==> src/common/pwr_seq_pkg.sv <==
// Constants and types of the sleep and wake power sequencer
package pwr_seq_pkg;
	// Register offsets
	localparam logic [7:0] OFF_GEN_CTRL = 8'h00;
	localparam logic [7:0] OFF_WAKE_TIME_LOW = 8'h04;
	localparam logic [7:0] OFF_WAKE_TIME_HIGH = 8'h08;
	localparam logic [7:0] OFF_LOW_POWER_CFG = 8'h0C;
	localparam logic [7:0] OFF_WAKE_ONE_CFG = 8'h10;
	localparam logic [7:0] OFF_WAKE_TWO_CFG = 8'h14;
	// General control bit positions
	localparam int GEN_SLEEP_CLK_BIT = 0;
	localparam int GEN_SLEEP_GO_BIT = 1;
	localparam int GEN_PIN_WAKE_BIT = 2;
	localparam int GEN_PIN_LEVEL_BIT = 3;
	localparam int GEN_RTC_WAKE_BIT = 4;
	localparam int GEN_WIDE_CMP_BIT = 5;
	localparam int GEN_POR_LEVEL_BIT = 7;
	localparam logic [7:0] GEN_RESET = 8'h08;
	// State word field positions
	localparam int CFG_DWELL_LSB = 16;
	localparam int CFG_DWELL_MSB = 20;
	localparam int CFG_CLK_STOP_BIT = 14;
	localparam int CFG_ANALOG_MOD_BIT = 9;
	localparam int CFG_CORE_MOD_BIT = 8;
	localparam int CFG_IO_EN_BIT = 5;
	localparam int CFG_PLL_EN_BIT = 4;
	localparam int CFG_ANALOG_EN_BIT = 1;
	localparam int CFG_CORE_EN_BIT = 0;
	localparam logic [4:0] DWELL_RESET = 5'h10;
	localparam logic [31:0] WAKE_TIME_RESET = 32'h0000_0000;

	typedef struct packed {
		logic [4:0] dwell;
		logic clk_stop;
		logic analog_pfm;
		logic core_pfm;
		logic io_en;
		logic pll_en;
		logic core_en;
	} cfg_t;

	typedef struct packed {
		logic tile_clk_stop;
		logic analog_pfm;
		logic core_pfm;
		logic io_en;
		logic pll_en;
		logic analog_en;
		logic core_en;
	} ctrl_t;

	typedef struct packed {
		logic io_good;
		logic pll_good;
		logic analog_good;
		logic core_good;
	} supply_t;

	typedef enum logic [1:0] {
		ST_RUN = 2'b00,
		ST_LOW_POWER = 2'b01,
		ST_WAKE_ONE = 2'b10,
		ST_WAKE_TWO = 2'b11
	} seq_state_t;

	localparam cfg_t LOW_POWER_CFG_RESET = '{DWELL_RESET, 1'b0, 1'b0, 1'b0, 1'b0, 1'b0, 1'b0};
	localparam cfg_t WAKE_ONE_CFG_RESET = '{DWELL_RESET, 1'b0, 1'b0, 1'b0, 1'b1, 1'b0, 1'b0};
	localparam cfg_t WAKE_TWO_CFG_RESET = '{DWELL_RESET, 1'b0, 1'b0, 1'b0, 1'b1, 1'b1, 1'b1};
	// Fixed analogue regulator enable per stage
	localparam logic LOW_POWER_ANALOG_EN = 1'b0;
	localparam logic WAKE_ONE_ANALOG_EN = 1'b0;
	localparam logic WAKE_TWO_ANALOG_EN = 1'b1;
	// Supply settings applied in the run state
	localparam ctrl_t RUN_CTRL = '{1'b0, 1'b0, 1'b0, 1'b1, 1'b1, 1'b1, 1'b1};
endpackage

==> src/hw/sleep_wake_power_sequencer.sv <==
// Sleep and wake power sequencer with its register file
`timescale 1ns/100ps
// Function
// - Lower wake time word, 32-bit RW, reset zero, used when timer wake and asleep.
// - Upper wake time word, 32-bit RW, reset zero, compared only in 64-bit mode.
// - Low-power state holds its dwell, then leaves on timer or pin wake.
// - Dwell cycles are counted on the enabled clock, possibly the slow one.
// - Wake stages advance after dwell and all enabled supplies report good.
// - Dwell field bits 20:16, reset 16, means two to the N cycles.
// - Bit 14 of the current state word stops the tile clock.
// - Bits 9 and 8 pick analogue and core regulator modulation, 1 is PFM.
// - Bit 5 enables IO supply output, bit 4 the PLL linear regulator.
// - Bit 0 enables core regulator; bit 1 shows fixed analogue enable, read-only.
// - Control bit 4 enables timer wake; bit 5 selects 64-bit comparison.
// - Control bit 2 enables pin wake; bit 3, reset 1, selects high level.
// - Self-clearing control bit 1, set in run state, starts the sleep sequence.
module sleep_wake_power_sequencer (
	input wire logic CLK_SYS_I,
	input wire logic RST_I,
	input wire logic CE_I,
	input wire logic REG_WR_I,
	input wire logic REG_RD_I,
	input wire logic [7:0] REG_ADDR_I,
	input wire logic [31:0] REG_WDATA_I,
	output logic [31:0] REG_RDATA_O,
	input wire logic [63:0] RTC_COUNT_I,
	input wire logic WAKE_PIN_I,
	input wire pwr_seq_pkg::supply_t SUPPLY_GOOD_I,
	output pwr_seq_pkg::ctrl_t SUPPLY_CTRL_O,
	output pwr_seq_pkg::seq_state_t SEQ_STATE_O
);
	import pwr_seq_pkg::*;

	function automatic logic [31:0] dwell_mask(input logic [4:0] n);
		dwell_mask = (32'h0000_0001 << n) - 32'h0000_0001;
	endfunction

	function automatic logic [31:0] cfg_word(input cfg_t c, input logic analog_en);
		cfg_word = 32'h0000_0000;
		cfg_word[CFG_DWELL_MSB:CFG_DWELL_LSB] = c.dwell;
		cfg_word[CFG_CLK_STOP_BIT] = c.clk_stop;
		cfg_word[CFG_ANALOG_MOD_BIT] = c.analog_pfm;
		cfg_word[CFG_CORE_MOD_BIT] = c.core_pfm;
		cfg_word[CFG_IO_EN_BIT] = c.io_en;
		cfg_word[CFG_PLL_EN_BIT] = c.pll_en;
		cfg_word[CFG_ANALOG_EN_BIT] = analog_en;
		cfg_word[CFG_CORE_EN_BIT] = c.core_en;
	endfunction

	function automatic cfg_t cfg_from_word(input logic [31:0] w);
		cfg_from_word.dwell = w[CFG_DWELL_MSB:CFG_DWELL_LSB];
		cfg_from_word.clk_stop = w[CFG_CLK_STOP_BIT];
		cfg_from_word.analog_pfm = w[CFG_ANALOG_MOD_BIT];
		cfg_from_word.core_pfm = w[CFG_CORE_MOD_BIT];
		cfg_from_word.io_en = w[CFG_IO_EN_BIT];
		cfg_from_word.pll_en = w[CFG_PLL_EN_BIT];
		cfg_from_word.core_en = w[CFG_CORE_EN_BIT];
	endfunction

	function automatic ctrl_t cfg_ctrl(input cfg_t c, input logic analog_en);
		cfg_ctrl = '{c.clk_stop, c.analog_pfm, c.core_pfm, c.io_en, c.pll_en, analog_en, c.core_en};
	endfunction

	// Register file
	logic [7:0] gen_q, gen_d;
	logic [31:0] wake_lo_q, wake_lo_d, wake_hi_q, wake_hi_d, rdata_q, rdata_d;
	cfg_t low_q, low_d, one_q, one_d, two_q, two_d;
	// Sequencer
	seq_state_t state_q, state_d;
	logic [31:0] cnt_q, cnt_d;
	ctrl_t ctrl_q, ctrl_d;
	// Synchronisers
	logic pin_s1_q, pin_s2_q;
	supply_t good_s1_q, good_s2_q;

	logic rtc_hit, pin_hit, dwell_done, supplies_ok;
	logic [4:0] cur_dwell;

	always_comb
	begin
		gen_d = gen_q;
		wake_lo_d = wake_lo_q;
		wake_hi_d = wake_hi_q;
		low_d = low_q;
		one_d = one_q;
		two_d = two_q;
		rdata_d = rdata_q;
		if (state_q == ST_LOW_POWER)
		begin
			gen_d[GEN_SLEEP_GO_BIT] = 1'b0;
		end
		if (REG_WR_I)
		begin
			case (REG_ADDR_I)
				OFF_GEN_CTRL: gen_d = REG_WDATA_I[7:0] & 8'hBF;
				OFF_WAKE_TIME_LOW: wake_lo_d = REG_WDATA_I;
				OFF_WAKE_TIME_HIGH: wake_hi_d = REG_WDATA_I;
				OFF_LOW_POWER_CFG: low_d = cfg_from_word(REG_WDATA_I);
				OFF_WAKE_ONE_CFG: one_d = cfg_from_word(REG_WDATA_I);
				OFF_WAKE_TWO_CFG: two_d = cfg_from_word(REG_WDATA_I);
				default: ;
			endcase
		end
		if (REG_RD_I)
		begin
			case (REG_ADDR_I)
				OFF_GEN_CTRL: rdata_d = {24'h00_0000, gen_q};
				OFF_WAKE_TIME_LOW: rdata_d = wake_lo_q;
				OFF_WAKE_TIME_HIGH: rdata_d = wake_hi_q;
				OFF_LOW_POWER_CFG: rdata_d = cfg_word(low_q, LOW_POWER_ANALOG_EN);
				OFF_WAKE_ONE_CFG: rdata_d = cfg_word(one_q, WAKE_ONE_ANALOG_EN);
				OFF_WAKE_TWO_CFG: rdata_d = cfg_word(two_q, WAKE_TWO_ANALOG_EN);
				default: rdata_d = 32'h0000_0000;
			endcase
		end
	end

	always_ff @(posedge CLK_SYS_I)
	begin
		if (RST_I)
		begin
			gen_q <= GEN_RESET;
			wake_lo_q <= WAKE_TIME_RESET;
			wake_hi_q <= WAKE_TIME_RESET;
			low_q <= LOW_POWER_CFG_RESET;
			one_q <= WAKE_ONE_CFG_RESET;
			two_q <= WAKE_TWO_CFG_RESET;
			rdata_q <= 32'h0000_0000;
		end
		else if (CE_I)
		begin
			gen_q <= gen_d;
			wake_lo_q <= wake_lo_d;
			wake_hi_q <= wake_hi_d;
			low_q <= low_d;
			one_q <= one_d;
			two_q <= two_d;
			rdata_q <= rdata_d;
		end
	end

	always_ff @(posedge CLK_SYS_I)
	begin
		if (RST_I)
		begin
			pin_s1_q <= 1'b0;
			pin_s2_q <= 1'b0;
			good_s1_q <= '0;
			good_s2_q <= '0;
		end
		else if (CE_I)
		begin
			pin_s1_q <= WAKE_PIN_I;
			pin_s2_q <= pin_s1_q;
			good_s1_q <= SUPPLY_GOOD_I;
			good_s2_q <= good_s1_q;
		end
	end

	// Wake conditions
	always_comb
	begin
		rtc_hit = gen_q[GEN_WIDE_CMP_BIT] ? (RTC_COUNT_I >= {wake_hi_q, wake_lo_q})
			: (RTC_COUNT_I[31:0] >= wake_lo_q);
		rtc_hit = rtc_hit & gen_q[GEN_RTC_WAKE_BIT];
		pin_hit = gen_q[GEN_PIN_WAKE_BIT] & (pin_s2_q == gen_q[GEN_PIN_LEVEL_BIT]);
		supplies_ok = (ctrl_q.io_en <= good_s2_q.io_good)
			& (ctrl_q.pll_en <= good_s2_q.pll_good)
			& (ctrl_q.analog_en <= good_s2_q.analog_good)
			& (ctrl_q.core_en <= good_s2_q.core_good);
		case (state_q)
			ST_LOW_POWER: cur_dwell = low_q.dwell;
			ST_WAKE_ONE: cur_dwell = one_q.dwell;
			ST_WAKE_TWO: cur_dwell = two_q.dwell;
			default: cur_dwell = 5'h00;
		endcase
		dwell_done = cnt_q >= dwell_mask(cur_dwell);
	end

	// Sequencer next state and applied settings
	always_comb
	begin
		state_d = state_q;
		case (state_q)
			ST_RUN: if (gen_q[GEN_SLEEP_GO_BIT])
				state_d = ST_LOW_POWER;
			ST_LOW_POWER: if (dwell_done && (rtc_hit || pin_hit))
				state_d = ST_WAKE_ONE;
			ST_WAKE_ONE: if (dwell_done && supplies_ok)
				state_d = ST_WAKE_TWO;
			ST_WAKE_TWO: if (dwell_done && supplies_ok)
				state_d = ST_RUN;
			default: state_d = ST_RUN;
		endcase
		cnt_d = cnt_q;
		if (state_d != state_q)
			cnt_d = 32'h0000_0000;
		else if (!dwell_done)
			cnt_d = cnt_q + 32'h0000_0001;
		case (state_d)
			ST_LOW_POWER: ctrl_d = cfg_ctrl(low_q, LOW_POWER_ANALOG_EN);
			ST_WAKE_ONE: ctrl_d = cfg_ctrl(one_q, WAKE_ONE_ANALOG_EN);
			ST_WAKE_TWO: ctrl_d = cfg_ctrl(two_q, WAKE_TWO_ANALOG_EN);
			default: ctrl_d = RUN_CTRL;
		endcase
	end

	always_ff @(posedge CLK_SYS_I)
	begin
		if (RST_I)
		begin
			state_q <= ST_RUN;
			cnt_q <= 32'h0000_0000;
			ctrl_q <= RUN_CTRL;
		end
		else if (CE_I)
		begin
			state_q <= state_d;
			cnt_q <= cnt_d;
			ctrl_q <= ctrl_d;
		end
	end

	assign REG_RDATA_O = rdata_q;
	assign SUPPLY_CTRL_O = ctrl_q;
	assign SEQ_STATE_O = state_q;
endmodule

==> config.mk <==
export PLATFORM = sky130hd
export DESIGN_NAME = sleep_wake_power_sequencer
export DESIGN_NICKNAME = d
export VERILOG_FILES = /design/src/common/pwr_seq_pkg.sv /design/src/hw/sleep_wake_power_sequencer.sv
export SDC_FILE = /design/constraint.sdc
export NUM_CORES = 1
export LEC_CHECK = 0
export ABC_AREA = 1
export BUFFER_PORTS_ARGS = -buffer_cell sky130_fd_sc_hd__buf_2
export CORE_UTILIZATION = 40
export DETAILED_ROUTE_END_ITERATION = 7
export MAX_ROUTING_LAYER = met4
export PLACE_DENSITY = 0.59
export RECOVER_POWER = 100
export SLEW_MARGIN = 20
export SYNTH_ARGS = -nofsm -noshare
export SYNTH_HDL_FRONTEND = slang
export SYNTH_SLANG_ARGS = --single-unit
==> constraint.sdc <==
create_clock -name CLK_SYS_I -period 12 [get_ports CLK_SYS_I]
set_input_delay 0.6 -clock CLK_SYS_I [delete_from_list [all_inputs] [get_ports CLK_SYS_I]]
set_output_delay 0.6 -clock CLK_SYS_I [all_outputs]
set_load 0.05 [all_outputs]
==> qor.yml, run 1 <==
drv_slew: 221
cap_viol_max_count: 5
ys_seq_elements: 187
slowest_delay_ns: 0.86
p_per_area_nw_per_um2: 104
path_class: "reg2reg"
synth_top_cell_area_share: 0.323
p_clk_frac: 0.417
vias: 11397
final_hold_viol_count: 0
dieArea_um2: 29600
cts.clk_slew.worst_paths_ns: 0.07
setup_viol: 0
worstMarginPinSlew_ns: 2.68
dpl_worst_slack_ns: 6.13
period_share: 0.606
drc: 0
fillers: 3008
synth_xor_area_frac: 0.0341
fmax_ghz: 0.138
drt_first_pass_iters: 7
ctsHoldBuffers: 0
critical_path_arrival_ns: 7.64
critPathLaunchType: "flop"
initial_utilization: 0.412
ir_worst_vdd_uv: 89.2
place_inst: 2135
synth.net_count: 1874
grtUsageTotal: 0.248
final_cells: 2168
netlist_instances: 1662
slew_headroom: -0.787
outcome: "complete, but fails checks"
timing.final.ws_setup_ns: 4.73
ant_nets: 0
yosys.area.top_type: "dfxtp_1"
synth_mux_area_frac: 0
clk_latency_ns: 0.45
ys_seq_area_frac: 0.323
drt_iter0_drc: 762
period_minus_slack_ns: 7.27
synth-compound-area-share: 0.195
io_pins: 155
syn_to_final_growth_pct: 12.8
p_leak_nw: 5.35
h-tree-depth: 4
ys_top_cells_by_area: "dfxtp_1 (32%), nand2_1 (11%), ha_1 (11%)"
cellInternalPower_uw: 950
ys_types: 47
synth_warnings: 0
clockBufferDepth: 2
fin_skew_ns: 0.0111
grt_antenna_before_repair: 1
worstPathMaxFanout: 32
swShare: 0.297
final_layout_size_suffix_gt1_frac: 0.103
crit_path_frequent_cell: "nand2_1"
rsz0062_at_grt: "false"
postCtsSetupRepairBufs: 0
synthAdderAreaFrac: 0.106
avgSynthCellArea_um2: 6.96
synth_area_um2: 11600
violations: "capacitance limit, slew limit"
grt_pass1_vias: 10625
avgRoutedWirePerCell_um: 16.2
dp_hpwl_um: 25700
clkSinkCount: 187
required_ns: 12.37
viasPerCell: 5.26
io_buffers: 154
wl_um: 35200
cts_made_buffers: 17
grt_pass1_wl_um: 55500
finish.utilization: 0.465
chipHeight_um: 172
yosys.area_share.simple: 0.243
fin_nets: 1988
die_x_um: 172
place_congestion: 0.935
pwr-share-comb: 0.118
cts_root_buffer: "clkbuf_16"
worstHoldPathType: "in2reg"
grt_start_max_net_pins: 79
crit_path_end_kind: "flop"
synth_top_family_by_area: "simple AND/OR/NAND/NOR gates"
power_switching_uw: 401
grt-ovfl-total: 0
cts_resized: 0
tritoncts: "built"
coreArea_um2: 28100
pwr-share-seq: 0.466
slowest_stage: "nand2_1"
setup_tns_ns: 0
num_rows: 61
[routing by layer]
layer  wire [um]  track usage
met1       16600        0.331
met2       16100        0.394
met3        1970       0.0311
met4         532       0.0696
met5           0            -
[synth_stat cells, drive strengths merged]
cell / instances
nand2: 358
clkbuf: 51
a22o: 1
o2111ai: 2
a211oi: 21
nand3: 40
nand4: 63
o22ai: 24
a21oi: 194
o211ai: 10
a22oi: 3
xnor2: 17
o221ai: 5
o21ai: 124
a21o: 5
ha: 98
conb: 1
inv: 219
o21bai: 1
nor2: 134
o21a: 5
nor4: 10
xor2: 28
nor3: 32
dfxtp: 187
nand3b: 1
buf: 21
a221oi: 7
[worst max-delay path: cells and delay by family (launching register included)]
family / cells / cell delay [ns]
compound gates: 2 / 0.37
buf+inv: 4 / 1.18
simple gates: 21 / 4.42
flops: 1 / 0.55
xor+xnor: 1 / 0.18
fa+ha+maj: 2 / 0.49
[sequential cells by signal (all words and copies together), names as in the netlist, 4 cells and up]
signal and flops:
low_q 11, good_s2_q 4, wake_hi_q 32, good_s1_q 4
two_q 11, gen_q 7, REG_RDATA_O 32, cnt_q 32
SUPPLY_CTRL_O 7, wake_lo_q 32, one_q 11
[cells by family (layout without fill, tap and decap cells)]
kind of cell	Yosys count	count (layout)
and+or+nand+nor	638	638
AOI/OAI and AO/OA	402	402
buffers and inverters	291	418
DFF	187	187
adders and majority gates	98	98
xor gates and xnor gates	45	45
other	1	2
[layout make-up]
cell class	instances	area [um2]	share of cell area
multi-input cells	1184	6660	0.510
diodes	1	2.50	0.000192
clock buffers	17	425	0.0326
repair buffers	167	793	0.0608
well taps	378	473	0.0362
flip-flops and latches	187	3740	0.287
inverters	219	822	0.0630
clock inverters	15	133	0.0102
[layout by cell type (no fill, tap or decap), types with 10 or more instances in the layout]
| cell type | count |
|---|---|
| o22ai_1 | 23 |
| o211ai_1 | 10 |
| nor3_1 | 30 |
| clkbuf_1 | 48 |
| xor2_1 | 28 |
| a21oi_1 | 192 |
| xnor2_1 | 17 |
| dfxtp_1 | 187 |
| nor2_1 | 127 |
| nand3_1 | 38 |
| ha_1 | 98 |
| buf_2 | 112 |
| nand4_1 | 61 |
| clkbuf_16 | 17 |
| nand2_1 | 349 |
| o21ai_0 | 124 |
| inv_1 | 214 |
| a211oi_1 | 21 |
[worst paths after layout]
check                                    from                        end  slack, ns  cells past startpoint
hold reg to reg     good_s2_q[2]$_SDFFE_PP0P_  good_s2_q[2]$_SDFFE_PP0P_       0.46                      2
hold / removal               SUPPLY_GOOD_I[0]  good_s1_q[0]$_SDFFE_PP0P_       0.38                      3
setup reg to reg  SEQ_STATE_O[0]$_SDFFE_PP0P_     cnt_q[19]$_SDFFE_PP0P_       4.73                     30
setup / recovery  SEQ_STATE_O[0]$_SDFFE_PP0P_     cnt_q[19]$_SDFFE_PP0P_       4.73                     30
[per-stage QoR]
stage	power (mW)	hold slack (ns)	instance area (um2)
floorplan	0.752	0.430	11600
global placement	0.804	0.448	12600
detailed placement	0.806	0.453	12600
CTS	1.36	0.364	13200
global route	1.40	0.385	13100
finish	1.35	0.375	13100
[power groups by stage]
stage	registers [mW]	logic, mW	clock network [mW]
floorplan	0.648	0.105	0
global placement	0.644	0.161	0
detailed placement	0.644	0.163	0
CTS	0.629	0.164	0.571
global route	0.630	0.182	0.593
finish	0.629	0.159	0.563
Note: power is estimated with default switching activity, not from simulation.
==> run 2: changes to the inputs <==
PLACE_DENSITY = 0.61   (was 0.59)
clock period = 6.5 ns   (was 12 ns; I/O delays follow)
==> qor.yml, run 2 (synthesized netlist as in run 1, its figures left out) <==
final_cell_mix: "nand2_1 (347), inv_1 (213), a21oi_1 (192)"
rsz0062_at_grt: "false"
cts_root_buffer: "clkbuf_16"
grtUsageTotal: 0.247
initial_utilization: 0.412
worstSetupStartpoint: "SEQ_STATE_O[0]$_SDFFE_PP0P_"
h-tree-depth: 4
crit_path_frequent_cell: "nand2_1"
period_minus_slack_ns: 5.70
io_pins: 155
grt_pass1_vias: 10541
timing.final.ws_setup_ns: 0.795
crit_path_end_kind: "flop"
setup_viol: 0
clockBufferDepth: 2
cts_made_buffers: 17
final_hold_viol_count: 0
clk_latency_ns: 0.44
vias: 11349
ant_nets: 0
required_ns: 6.86
p_leak_nw: 5.42
final_layout_size_suffix_gt1_frac: 0.111
critical_path_arrival_ns: 6.07
dieArea_um2: 29600
slowest_delay_ns: 0.60
seq_area_um2: 3740
coreArea_um2: 28100
die_x_um: 172
grt_start_max_net_pins: 79
slowest_stage: "dfxtp_1"
grt_antenna_before_repair: 3
period_share: 0.878
critPathBufInv: 3
final_common_cell: "nand2_1"
rr_startpoint: "SEQ_STATE_O[0]$_SDFFE_PP0P_"
fin_skew_ns: 0.0129
drv_slew: 90
dpl_worst_slack_ns: 0.908
io_buffers: 154
avgRoutedWirePerCell_um: 15.9
chipHeight_um: 172
num_rows: 61
grt_pass1_wl_um: 55500
critPathLaunchType: "flop"
drt_first_pass_iters: 5
violations: "capacitance limit, slew limit"
cap_viol_max_count: 2
postCtsSetupRepairBufs: 0
worstMarginPinSlew_ns: 2.65
p_total_mw: 2.52
slew_headroom: -0.764
ir_worst_vdd_uv: 119
drt_iter0_drc: 895
worstHoldPathType: "in2reg"
fin_nets: 1990
cts_resized: 0
path_class: "reg2reg"
ctsHoldBuffers: 0
grt-ovfl-total: 0
setup_tns_ns: 0
place_congestion: 0.914
cts.clk_slew.worst_paths_ns: 0.08
fillers: 3024
hp-start: "SUPPLY_GOOD_I[3]"
crit_family: "simple AND/OR/NAND/NOR gates"
dp_hpwl_um: 25700
fmax_ghz: 0.175
outcome: "complete, but fails checks"
multi_input_area_um2: 6700
p_per_area_nw_per_um2: 191
syn_to_final_growth_pct: 13.6
clkSinkCount: 187
worstPathMaxFanout: 20
tritoncts: "built"
viasPerCell: 5.23
drc: 0
wl_um: 34600
-- run 2: changes by cell type in the layout (fill, tap and decap cells not counted), sizes merged --
cell / change
clkinv: +3
clkinvlp: -4
bufinv: +1
buf: +4
inv: -2
diode: +2
-- run 2: final cells by class --
type	instances	share of cell area
multi-input cells	1184	0.509
flip-flops and latches	187	0.285
inverters	219	0.0625
repair buffers	169	0.0622
well taps	378	0.0360
clock buffers	19	0.0344
clock inverters	13	0.0103
diodes	3	0.000571
-- run 2: routing by layer --
layer / track usage / share of wire / vias up
met3: 0.0327 / 0.049 / 50
met4: 0.0781 / 0.022 / 0
met2: 0.383 / 0.46 / 336
met1: 0.332 / 0.47 / 5171
li1: - / - / 5792
met5: - / 0 / -
-- run 2: final timing paths --
| check | slack [ns] | depth (start not counted) | end |
|---|---|---|---|
| max | 0.80 | 31 | cnt_q[29]$_SDFFE_PP0P_ |
| min reg2reg | 0.46 | 2 | gen_q[7]$_SDFFE_PP0P_ |
| max reg2reg | 0.80 | 31 | cnt_q[29]$_SDFFE_PP0P_ |
| min | 0.12 | 3 | good_s1_q[3]$_SDFFE_PP0P_ |
-- run 2: through the flow --
stage               cell area (um2)  utilization  instances  hold WS (ns)
floorplan                     11600            -       1662         0.430
global placement              12600        0.450       2137         0.446
detailed placement            12600        0.450       2137         0.451
CTS                           13200        0.471       2169        0.0978
global route                  13200        0.468       2172        0.0972
finish                        13200        0.468       2172         0.116
-- run 2: worst register-to-register path: cells and delay by family, from the launching register on --
family | cells | cell delay (ns)
AND/OR/NAND/NOR | 22 | 3.31
flip-flops | 1 | 0.60
AO/OA/AOI/OAI | 3 | 0.55
buffers and inverters | 3 | 0.52
adder cells (fa/ha/maj) | 2 | 0.50
XOR/XNOR | 1 | 0.15
-- run 2: power breakdown --
part | internal [mW] | switching, mW
combinational | 0.100 | 0.201
sequential | 1.15 | 0.00820
clock | 0.560 | 0.496
total | 1.81 | 0.704
